===== src/common/redriver_ctrl_pkg.sv =====
// Constants and types for the per-channel power override and receiver-detect control block.
// Assumes a single management clock and an SMBus/I2C host on the serial pins.
package redriver_ctrl_pkg;

    // Channel register window: channel n starts at n * CHAN_STRIDE
    localparam logic [7:0] CHAN_STRIDE = 8'h20;
    localparam int CHAN_SEL_LSB = 5;
    localparam int CHAN_OFS_BITS = 5;

    // Register offsets inside a channel window
    localparam logic [4:0] OFS_RXDET_CTRL = 5'h04;
    localparam logic [4:0] OFS_POWER_OVERRIDE = 5'h05;
    localparam logic [4:0] OFS_RXDET_RESET = 5'h0a;

    // Field positions
    localparam int OVR_ENABLE_BIT = 7;
    localparam int BLOCK_MASK_BITS = 7;
    localparam int RXDET_RST_BIT = 2;
    localparam int RXDET_FORCE_BIT = 2;

    // Values after reset
    localparam logic [7:0] POWER_OVERRIDE_RESET = 8'h7f;
    localparam logic [7:0] RXDET_RESET_RESET = 8'h00;
    localparam logic [2:0] RXDET_CTRL_RESET = 3'h0;
    localparam logic [6:0] ALL_BLOCKS_ON = 7'h7f;
    localparam logic [6:0] ALL_BLOCKS_OFF = 7'h00;

    // Writable bits of the receiver-detect reset register
    localparam logic [7:0] RXDET_RESET_WMASK = 8'h07;

    // Strap level that selects protocol-agnostic operation
    localparam logic [1:0] STRAP_LEVEL_L0 = 2'h0;

    // Read value of an unmapped register
    localparam logic [7:0] UNMAPPED_READ = 8'h00;

    // Serial slave address; value is arbitrary
    localparam logic [6:0] DEFAULT_SLAVE_ADDR = 7'h2a;

    // Bits per serial byte
    localparam logic [3:0] BITS_PER_BYTE = 4'h8;

    typedef enum logic [3:0] {
        SER_IDLE,
        SER_ADDR,
        SER_ADDR_ACK,
        SER_PTR,
        SER_PTR_ACK,
        SER_WDATA,
        SER_WDATA_ACK,
        SER_RDATA,
        SER_RDATA_ACK,
        SER_WAIT_STOP
    } ser_state_t;

    // Controls driven to one channel's analog blocks
    typedef struct packed {
        logic [6:0] block_enable;
        logic rxdet_fsm_reset;
        logic rxdet_enable;
        logic rxdet_force_valid;
    } chan_ctl_t;

    // Synchronised pins
    typedef struct packed {
        logic [1:0] strap;
        logic pd;
        logic scl;
        logic sda;
    } pins_t;

    // Idle pin levels loaded into the synchronisers by reset
    localparam pins_t PINS_IDLE = '{strap: STRAP_LEVEL_L0, pd: 1'b0, scl: 1'b1, sda: 1'b1};

endpackage : redriver_ctrl_pkg


===== src/core/redriver_power_and_rxdetect_ctrl.sv =====
// Per-channel power override and receiver-detect reset registers behind an SMBus/I2C slave.
// Assumes scl/sda, the power-down pin and the strap arrive asynchronously from the board.
//
// Behaviour
// - Override bit 7 enables manual power control
// - Bits 6-0 mask blocks, only while overriding
// - Bit 2 holds receiver-detect machine in reset
// - Detection disabled means no PCIe receiver handshake
// - Power-down pin places device in standby
// - Force bit bypasses machine, reports valid termination
`timescale 1ns/1ps
module redriver_power_and_rxdetect_ctrl
    import redriver_ctrl_pkg::*;
#(
    parameter int NUM_CH = 4,
    parameter logic [6:0] SLAVE_ADDR = DEFAULT_SLAVE_ADDR
) (
    input wire logic clk,
    input wire logic nrst,
    input wire logic scl_in,
    input wire logic sda_in,
    output logic sda_out,
    output logic sda_oe,
    input wire logic power_down_pin,
    input wire logic [1:0] rxdet_strap_level,
    output logic standby,
    output chan_ctl_t [NUM_CH-1:0] chan_ctl
);

    if (NUM_CH < 1 || NUM_CH > 4) begin : g_bad_num_ch
        $error("NUM_CH must be 1 to 4");
    end

    // Pin synchronisers: a change counts once stages two and three agree
    pins_t s1, s2, s3, filt;
    always_ff @(posedge clk or negedge nrst) begin
        if (!nrst) begin
            // Idle levels, so no false scl or sda edge follows reset
            s1 <= PINS_IDLE;
            s2 <= PINS_IDLE;
            s3 <= PINS_IDLE;
            filt <= PINS_IDLE;
        end else begin
            s1 <= {rxdet_strap_level, power_down_pin, scl_in, sda_in};
            s2 <= s1;
            s3 <= s2;
            filt <= (~(s2 ^ s3) & s3) | ((s2 ^ s3) & filt);
        end
    end

    logic scl_d, sda_d;
    always_ff @(posedge clk or negedge nrst) begin
        if (!nrst) begin
            scl_d <= 1'b1;
            sda_d <= 1'b1;
        end else begin
            scl_d <= filt.scl;
            sda_d <= filt.sda;
        end
    end

    logic scl_rise, scl_fall, start_cond, stop_cond;
    assign scl_rise = filt.scl & ~scl_d;
    assign scl_fall = ~filt.scl & scl_d;
    assign start_cond = filt.scl & scl_d & sda_d & ~filt.sda;
    assign stop_cond = filt.scl & scl_d & ~sda_d & filt.sda;

    // Strap is caught once, after the synchroniser has refilled from the pin
    logic strap_taken;
    logic [1:0] strap_level;
    logic [3:0] sync_fill;
    always_ff @(posedge clk or negedge nrst) begin
        if (!nrst) begin
            strap_taken <= 1'b0;
            strap_level <= STRAP_LEVEL_L0;
            sync_fill <= 4'h0;
        end else begin
            sync_fill <= {sync_fill[2:0], 1'b1};
            if (!strap_taken && sync_fill[3]) begin
                strap_taken <= 1'b1;
                strap_level <= filt.strap;
            end
        end
    end

    // Per-channel register copies
    logic [7:0] pwr_ovr [NUM_CH];
    logic [7:0] rxdet_rst [NUM_CH];
    logic [2:0] rxdet_ctl [NUM_CH];

    function automatic logic chan_hit(input logic [7:0] a, input logic [4:0] ofs);
        chan_hit = (a[7] == 1'b0) && (int'(a[6:CHAN_SEL_LSB]) < NUM_CH)
            && (a[CHAN_OFS_BITS-1:0] == ofs);
    endfunction : chan_hit

    function automatic logic [7:0] read_reg(input logic [7:0] a,
            input logic [7:0] po [NUM_CH], input logic [7:0] rr [NUM_CH],
            input logic [2:0] rc [NUM_CH]);
        logic [1:0] ch;
        ch = a[6:CHAN_SEL_LSB];
        if (chan_hit(a, OFS_POWER_OVERRIDE)) begin
            read_reg = po[ch];
        end else if (chan_hit(a, OFS_RXDET_RESET)) begin
            read_reg = rr[ch] & RXDET_RESET_WMASK;
        end else if (chan_hit(a, OFS_RXDET_CTRL)) begin
            read_reg = {5'h00, rc[ch]};
        end else begin
            read_reg = UNMAPPED_READ;
        end
    endfunction : read_reg

    // Serial slave
    ser_state_t state;
    logic [3:0] bit_cnt;
    logic [7:0] shreg;
    logic [7:0] ptr;
    logic rw_read;
    logic wr_stb;
    logic [7:0] wr_addr, wr_data;

    assign sda_out = 1'b0;

    // Byte at the pointer, loaded for the next read byte
    logic [7:0] rd_now;
    assign rd_now = read_reg(ptr, pwr_ovr, rxdet_rst, rxdet_ctl);

    always_ff @(posedge clk or negedge nrst) begin
        if (!nrst) begin
            state <= SER_IDLE;
            bit_cnt <= 4'h0;
            shreg <= 8'h00;
            ptr <= 8'h00;
            rw_read <= 1'b0;
            sda_oe <= 1'b0;
            wr_stb <= 1'b0;
            wr_addr <= 8'h00;
            wr_data <= 8'h00;
        end else begin
            wr_stb <= 1'b0;
            if (start_cond) begin
                state <= SER_ADDR;
                bit_cnt <= 4'h0;
                sda_oe <= 1'b0;
            end else if (stop_cond) begin
                state <= SER_IDLE;
                sda_oe <= 1'b0;
            end else if (scl_rise) begin
                case (state)
                    SER_ADDR, SER_PTR, SER_WDATA: begin
                        shreg <= {shreg[6:0], filt.sda};
                        bit_cnt <= bit_cnt + 4'h1;
                    end
                    SER_RDATA: begin
                        bit_cnt <= bit_cnt + 4'h1;
                    end
                    SER_RDATA_ACK: begin
                        if (filt.sda) begin
                            state <= SER_WAIT_STOP;
                        end
                    end
                    default: begin
                    end
                endcase
            end else if (scl_fall) begin
                case (state)
                    SER_ADDR: begin
                        if (bit_cnt == BITS_PER_BYTE) begin
                            bit_cnt <= 4'h0;
                            if (shreg[7:1] == SLAVE_ADDR) begin
                                rw_read <= shreg[0];
                                sda_oe <= 1'b1;
                                state <= SER_ADDR_ACK;
                            end else begin
                                state <= SER_WAIT_STOP;
                            end
                        end
                    end
                    SER_ADDR_ACK: begin
                        if (rw_read) begin
                            shreg <= rd_now;
                            sda_oe <= ~rd_now[7];
                            ptr <= ptr + 8'h01;
                            state <= SER_RDATA;
                        end else begin
                            sda_oe <= 1'b0;
                            state <= SER_PTR;
                        end
                    end
                    SER_PTR, SER_WDATA: begin
                        if (bit_cnt == BITS_PER_BYTE) begin
                            bit_cnt <= 4'h0;
                            sda_oe <= 1'b1;
                            if (state == SER_PTR) begin
                                ptr <= shreg;
                                state <= SER_PTR_ACK;
                            end else begin
                                wr_stb <= 1'b1;
                                wr_addr <= ptr;
                                wr_data <= shreg;
                                ptr <= ptr + 8'h01;
                                state <= SER_WDATA_ACK;
                            end
                        end
                    end
                    SER_PTR_ACK, SER_WDATA_ACK: begin
                        sda_oe <= 1'b0;
                        state <= SER_WDATA;
                    end
                    SER_RDATA: begin
                        if (bit_cnt == BITS_PER_BYTE) begin
                            bit_cnt <= 4'h0;
                            sda_oe <= 1'b0;
                            state <= SER_RDATA_ACK;
                        end else begin
                            shreg <= {shreg[6:0], 1'b0};
                            sda_oe <= ~shreg[6];
                        end
                    end
                    SER_RDATA_ACK: begin
                        shreg <= rd_now;
                        sda_oe <= ~rd_now[7];
                        ptr <= ptr + 8'h01;
                        state <= SER_RDATA;
                    end
                    default: begin
                    end
                endcase
            end
        end
    end

    // Register writes; only the addressed channel's copy changes
    always_ff @(posedge clk or negedge nrst) begin
        if (!nrst) begin
            for (int i = 0; i < NUM_CH; i++) begin
                pwr_ovr[i] <= POWER_OVERRIDE_RESET;
                rxdet_rst[i] <= RXDET_RESET_RESET;
                rxdet_ctl[i] <= RXDET_CTRL_RESET;
            end
        end else if (wr_stb) begin
            for (int i = 0; i < NUM_CH; i++) begin
                if (int'(wr_addr[6:CHAN_SEL_LSB]) == i) begin
                    if (chan_hit(wr_addr, OFS_POWER_OVERRIDE)) begin
                        pwr_ovr[i] <= wr_data;
                    end
                    if (chan_hit(wr_addr, OFS_RXDET_RESET)) begin
                        rxdet_rst[i] <= wr_data & RXDET_RESET_WMASK;
                    end
                    if (chan_hit(wr_addr, OFS_RXDET_CTRL)) begin
                        rxdet_ctl[i] <= wr_data[2:0];
                    end
                end
            end
        end
    end

    // Channel controls
    logic agnostic;
    assign agnostic = (strap_level == STRAP_LEVEL_L0);

    always_ff @(posedge clk or negedge nrst) begin
        if (!nrst) begin
            standby <= 1'b0;
            for (int i = 0; i < NUM_CH; i++) begin
                chan_ctl[i] <= '0;
            end
        end else begin
            standby <= filt.pd;
            for (int i = 0; i < NUM_CH; i++) begin
                if (filt.pd) begin
                    chan_ctl[i].block_enable <= ALL_BLOCKS_OFF;
                end else if (pwr_ovr[i][OVR_ENABLE_BIT]) begin
                    chan_ctl[i].block_enable <= pwr_ovr[i][BLOCK_MASK_BITS-1:0];
                end else begin
                    chan_ctl[i].block_enable <= ALL_BLOCKS_ON;
                end
                chan_ctl[i].rxdet_fsm_reset <= rxdet_rst[i][RXDET_RST_BIT] | agnostic;
                chan_ctl[i].rxdet_enable <= ~agnostic & ~rxdet_rst[i][RXDET_RST_BIT];
                chan_ctl[i].rxdet_force_valid <= rxdet_ctl[i][RXDET_FORCE_BIT];
            end
        end
    end

endmodule : redriver_power_and_rxdetect_ctrl


===== config.mk =====
export PLATFORM = sky130hd
export DESIGN_NAME = redriver_power_and_rxdetect_ctrl
export DESIGN_NICKNAME = d
export VERILOG_FILES = /design/src/common/redriver_ctrl_pkg.sv /design/src/core/redriver_power_and_rxdetect_ctrl.sv
export SDC_FILE = /design/constraint.sdc
export NUM_CORES = 1
export LEC_CHECK = 0
export CORE_MARGIN = 5
export CORE_UTILIZATION = 55
export DETAILED_ROUTE_END_ITERATION = 10
export DONT_BUFFER_PORTS = 1
export PLACE_DENSITY_LB_ADDON = 0.12
export SYNTH_ARGS = -nofsm -noshare
export SYNTH_HDL_FRONTEND = slang
export SYNTH_SLANG_ARGS = --single-unit

===== constraint.sdc =====
create_clock -name clk -period 4.4 [get_ports clk]
set_clock_uncertainty 0.15 [all_clocks]
set_input_delay 0.88 -clock clk [delete_from_list [all_inputs] [get_ports clk]]
set_output_delay 0.88 -clock clk [all_outputs]
set_load 0.05 [all_outputs]

Word-level counts from Yosys, hierarchy flattened --
Index checks and enable logic that the tools add are counted. Widths: inputs -> output; s select.
Operators by class: add/subtract/negate cells 2, $mul 0, div/mod/pow operators 0, $lt $le $gt $ge 1, eq/ne operators 36, shift-type cells 0, muxes and demuxes 67, bitwise gates (word level) 38, reductions and logical operators 41
Operators with widths (number):
- $mux 8 | 11
- $mux 4 | 17
- $mux 7 | 8
- $pmux 8 s3 | 2
- $reduce_and 3->1 | 12
- $reduce_and 7->1 | 5
- $bmux 8 s2 | 2
- $pmux 4 s6 | 1
- $mux 3 | 7
- $eq 5x3->1 const B | 4
- $not 1->1 | 17
- $eq 4x3->1 const B | 4
- $mux 1 | 16
- $ne 5x5->1 const B | 3
- $ne 4x4->1 const B | 3
- $reduce_bool 3->1 | 4
- $and 1x1->1 | 11
- $and 5x5->5 | 2
- $eq 5x4->1 const B | 2
- $add 8x1->8 const B | 1
- $eq 4x2->1 const B | 2
- $eq 4x4->1 const B | 2
- $reduce_bool 4->1 | 2
- $reduce_bool 8->1 | 1
- other kinds (30) | 46
Storage, ports and cells: bits in registers 169, bits in latches 0, memory bits (writable) 0, memory bits (read-only) 0, output and inout bits 43, word-level logic and storage cells 244, memories kept 0

Logic depth before layout (Yosys ltp) --
depth after elaboration 14, depth in mapped cells 9

Worst setup path before layout --
Ideal clock, no wire load.
path type register to register, from register scl_d, to register wr_addr[4], library setup time 0.125 ns, data arrival time 2.180 ns, setup slack 1.945 ns, cell stages (with the launch flop) 9, path buffers 2, clock period less this slack 2.455 ns, cell sequence dfstp_2 inv_1 ha_1 nor2b_1 a21bo_2 or4_4 buf_6 buf_6 mux2_4
On the way: cells in the longest elaborated chain, start to end 5
Ends and longest elaborated chain:
- start: declaration | line redriver_power_and_rxdetect_ctrl.sv:51 | logic scl_d, sda_d;
- start signal: assignment | line redriver_power_and_rxdetect_ctrl.sv:57 | scl_d <= filt.scl;
- $and 1x1->1 | line redriver_power_and_rxdetect_ctrl.sv:65, redriver_power_and_rxdetect_ctrl.sv:66
- $and 1x1->1 (on tied branches) (2 in a row) | line redriver_power_and_rxdetect_ctrl.sv:66, redriver_power_and_rxdetect_ctrl.sv:65
- $not 1->1 (no line)
- $reduce_and 7->1 (no line) *
- end signal: assignment | line redriver_power_and_rxdetect_ctrl.sv:198 | wr_addr <= ptr;
- end: declaration | line redriver_power_and_rxdetect_ctrl.sv:119 | logic [7:0] wr_addr, wr_data;
Every way passes the cells marked *; elsewhere a longest branch is shown, timed or not. A chain may end at the register's enable or synchronous reset.

Final worst setup path --
from register scl_d, to register wr_addr[6]
The elaborated chain is that of the path after synthesis.

==> out/results.txt <==
The number of failing setup endpoints in the final timing report was 0; the measured slew at the worst slew-check pin was 1004 ps. The mean cell area of the mapped netlist is 12.32 µm². The logs give 4,527 for the routed via count and 615 for the total nets after synthesis. The die width works out to 125.8 µm.

Number of unique standard cell types used by synthesis: 64. For this block, wires on met1 add up to 6908 µm. The fraction of layout cells with a size suffix above 1 was 28.64%; the remaining design rule violation count was 0. The critical path in this run is classified as reg2reg. TritonCTS built the clock tree. For flop-to-flop paths, the worst setup slack is 1750 ps. The path class of the tightest hold or removal check is in2async. The die covers 15,840 µm². Counting the buffers created by CTS gives 17. The final-report max-slew violation count is 0, and the total global routing overflow is 0. By count the netlist is led by dfrtp_1, mux2_2, a21oi_1. Entering global routing, the biggest net connects 132 pins. The critical path goes through inv_1 -> ha_1 -> nor2b_1 -> a21bo_2 -> or4_4 -> mux2_4.

After the first detailed-routing iteration, the DRC count stood at 515. The worst-case IR drop observed on VDD is 0.2961 mV. The logs give 50 for the number of I/O pins and 4.250 mW for the total power. At the end of the flow, the number of nets in the layout was 600. For this run, the top clock speed supported by timing is 377.9 MHz. Clock-pin slew was measured on the worst setup and hold paths at 70 ps.

The worst path needs 2646 ps of the cycle, external delays included. Excluding fillers, the count of instances in the completed layout stands at 773. The last weighted congestion value of the routability-driven placer came out at 0.8996.

Among all cell types in the netlist, the one instantiated most often is dfrtp_1. The run gives 42 as the cell row count. The run finished with clean final reports. The number of antenna diodes in the final layout is 0.

On the final layout, the worst hold slack is 161.6 ps. The type of origin of the critical path is a flop. The met3 wirelength from detailed routing is 714 µm.

In this run, synthesis produced a sequential element count of 169. The final critical-path share of the clock period was 60.15%; the number of vias per cell after detailed routing was 5.856. The synthesized design contains 0 enable-type register cells.

Signal routing reaches up to met4. In this run the tightest slew margin relative to its limit is 33.06%. Sequential elements use 57.94% of the synthesized area. STA classifies the critical path endpoint as a flop. The power density over cell area was 526.3 nW/µm²; the final design utilization was 61.22%. The run gives 0 as the final hold violation count.

The synthesized design devotes to its leading area cell type 44.41% of total area. The kind of cell with the highest combined delay on the critical path is simple AND/OR/NAND/NOR gates. Sorting the synthesized cells by area gives the leading types as dfrtp_1, dfstp_2, mux2_2.

After routing, the total negative slack on setup checks comes to 0 ps. After floorplanning, the core was sized to cover 13,190 µm². Including well taps, the total number of placed cells is 740. The tools report the HPWL reported at the end of detailed placement as 9255 µm.

The antenna violation net count after detailed routing is 0, and the insertion delay to the later sink of the worst-skew pair is 430 ps. From synthesis to final layout, the design area changed by 9.408%. Worst path arrival time: 2810 ps. Data required time of the critical path: 4560 ps.

The starting density of the core is 55.96%. Buffers placed on the I/O ports in this run total 0. The initial antenna violation count came out at 0. The maximum level of the CTS H-tree came out at 4. The overall global routing resource usage was 20.16%. The via count of the first global-routing pass is 4,615, and the synthesized netlist cell count is 599. The slowest stage of the critical path is the or4_4 cell. The detailed-router iteration count before antenna repair is 5, and the vertical die dimension is 125.8 µm. In this run the worst path has a maximum fanout of 18.

The tree built by TritonCTS fans out to 169 sinks. The global-route wire length before repair is 25,050 µm. The mapped netlist covers 7381 µm².

The wire length on met2 was 7061 µm. Setup repair after global routing left no endpoint under its margin. Counting flops with an async set or reset pin after synthesis yields a share of 100.0%.

The final routed wirelength across all metal layers came out at 14,900 µm. Buffer depth of the longest clock path: 2. The primary flip-flop cell chosen by synthesis mapping is dfrtp_1.

The tools report the static leakage as 3.531 nW. On the worst path, the slowest cell contributes a delay of 650 ps. The number of maximum-capacitance constraint violations was 0; the routed wirelength normalized by instance count was 19.28 µm. Clock root buffer: clkbuf_16. For this run, the number of Yosys warnings is 0. The synthesized design spends more area on one cell type than any other, namely dfrtp_1. The number of buffer and inverter instances along the worst setup path came out at 1.
## routing by layer
layer / track usage, % / vias up
met2: 30.46 / 103
li1: - / 2073
met5: 0 / -
met1: 28.93 / 2334
met4: 6.435 / 0
met3: 5.250 / 17
## kinds of logic after synthesis
family          after synthesis  synth area share, %
simple gates                135                9.714
other cells                   2               0.1018
buf+inv                      78                4.340
xor+xnor                      4               0.4747
mux                          93                16.53
fa+ha+maj                    14                2.204
flops                       169                57.94
compound gates              104                8.697
## worst reg2reg max path, stage by stage, from the launching register on
cell and delay, ps:
dfstp_2 540, inv_1 40, ha_1 330, nor2b_1 180, a21bo_2 270, or4_4 650
mux2_4 360
## registers in the layout, indices dropped and copies added (netlist names), 2 cells and up, named ones only
signal       count
shreg            8
sync_fill        4
ptr              8
rxdet_rst       12
pwr_ovr         32
s1               5
state            4
s3               5
chan_ctl        40
strap_level      2
rxdet_ctl       12
bit_cnt          4
wr_data          8
wr_addr          8
s2               5
## what timing repair did
item,in CTS,in global routing
hold buffers,1,0
resized for setup,0,0
endpoints found under the hold margin,131,0
setup buffers,0,0
## per-stage QoR
stage	instance area [µm²]	setup WS, ps
global route	8075	1588
CTS	8075	1759
global placement	7446	1801
finish	8075	1754
floorplan	7381	1945
detailed placement	7446	1756
## placed cells by master, fill, tap and decap left out, types with 4 or more instances in the layout
master,Yosys,final
a21oi_1,49,49
a22oi_1,4,4
a31oi_1,4,4
and2_1,4,4
and3_1,4,4
clkbuf_16,0,17
dfrtp_1,131,131
dfstp_2,38,38
ha_1,9,9
inv_1,42,42
inv_8,0,4
maj3_1,5,5
mux2_2,67,67
mux2_4,6,6
mux2i_1,6,6
mux4_2,14,14
nand2_1,33,33
nand2b_1,6,6
nand3_1,16,16
nand3b_1,5,5
nor2_1,28,28
nor3_1,8,8
nor4_1,4,4
o21ai_0,14,14
o22ai_1,5,5
or2_2,8,8
## worst paths after layout
kind	from	end	cells past startpoint
max	scl_d$_DFF_PN1_	wr_addr[6]$_DFFE_PN0P_	6
min	nrst	pwr_ovr[18]$_DFFE_PN1P_	0
max reg2reg	scl_d$_DFF_PN1_	wr_addr[6]$_DFFE_PN0P_	6
min reg2reg	s1[3]$_DFF_PN0_	s2[3]$_DFF_PN0_	0
max in group asynchronous	nrst	chan_ctl[9]$_DFF_PN0_	1
min in group clk	s1[3]$_DFF_PN0_	s2[3]$_DFF_PN0_	0
## report_power, final
part | switching (mW) | internal, mW | leakage [nW]
clock network | 0.641 | 0.870 | 0.300
registers | 0.416 | 1.71 | 2.06
logic | 0.333 | 0.284 | 1.17
total | 1.39 | 2.86 | 3.53
## layout make-up
| type | instances | area [µm²] |
|---|---|---|
| Sequential cell | 169 | 4277 |
| Fill cell | 1022 | 5115 |
| Tap cell | 176 | 220.2 |
| Clock buffer | 19 | 442.9 |
| Multi-Input combinational cell | 352 | 2784 |
| Timing Repair Buffer | 2 | 35.03 |
| Clock inverter | 13 | 158.9 |
| Inverter | 42 | 157.7 |
No activity file was read; power rests on OpenSTA's default activity.
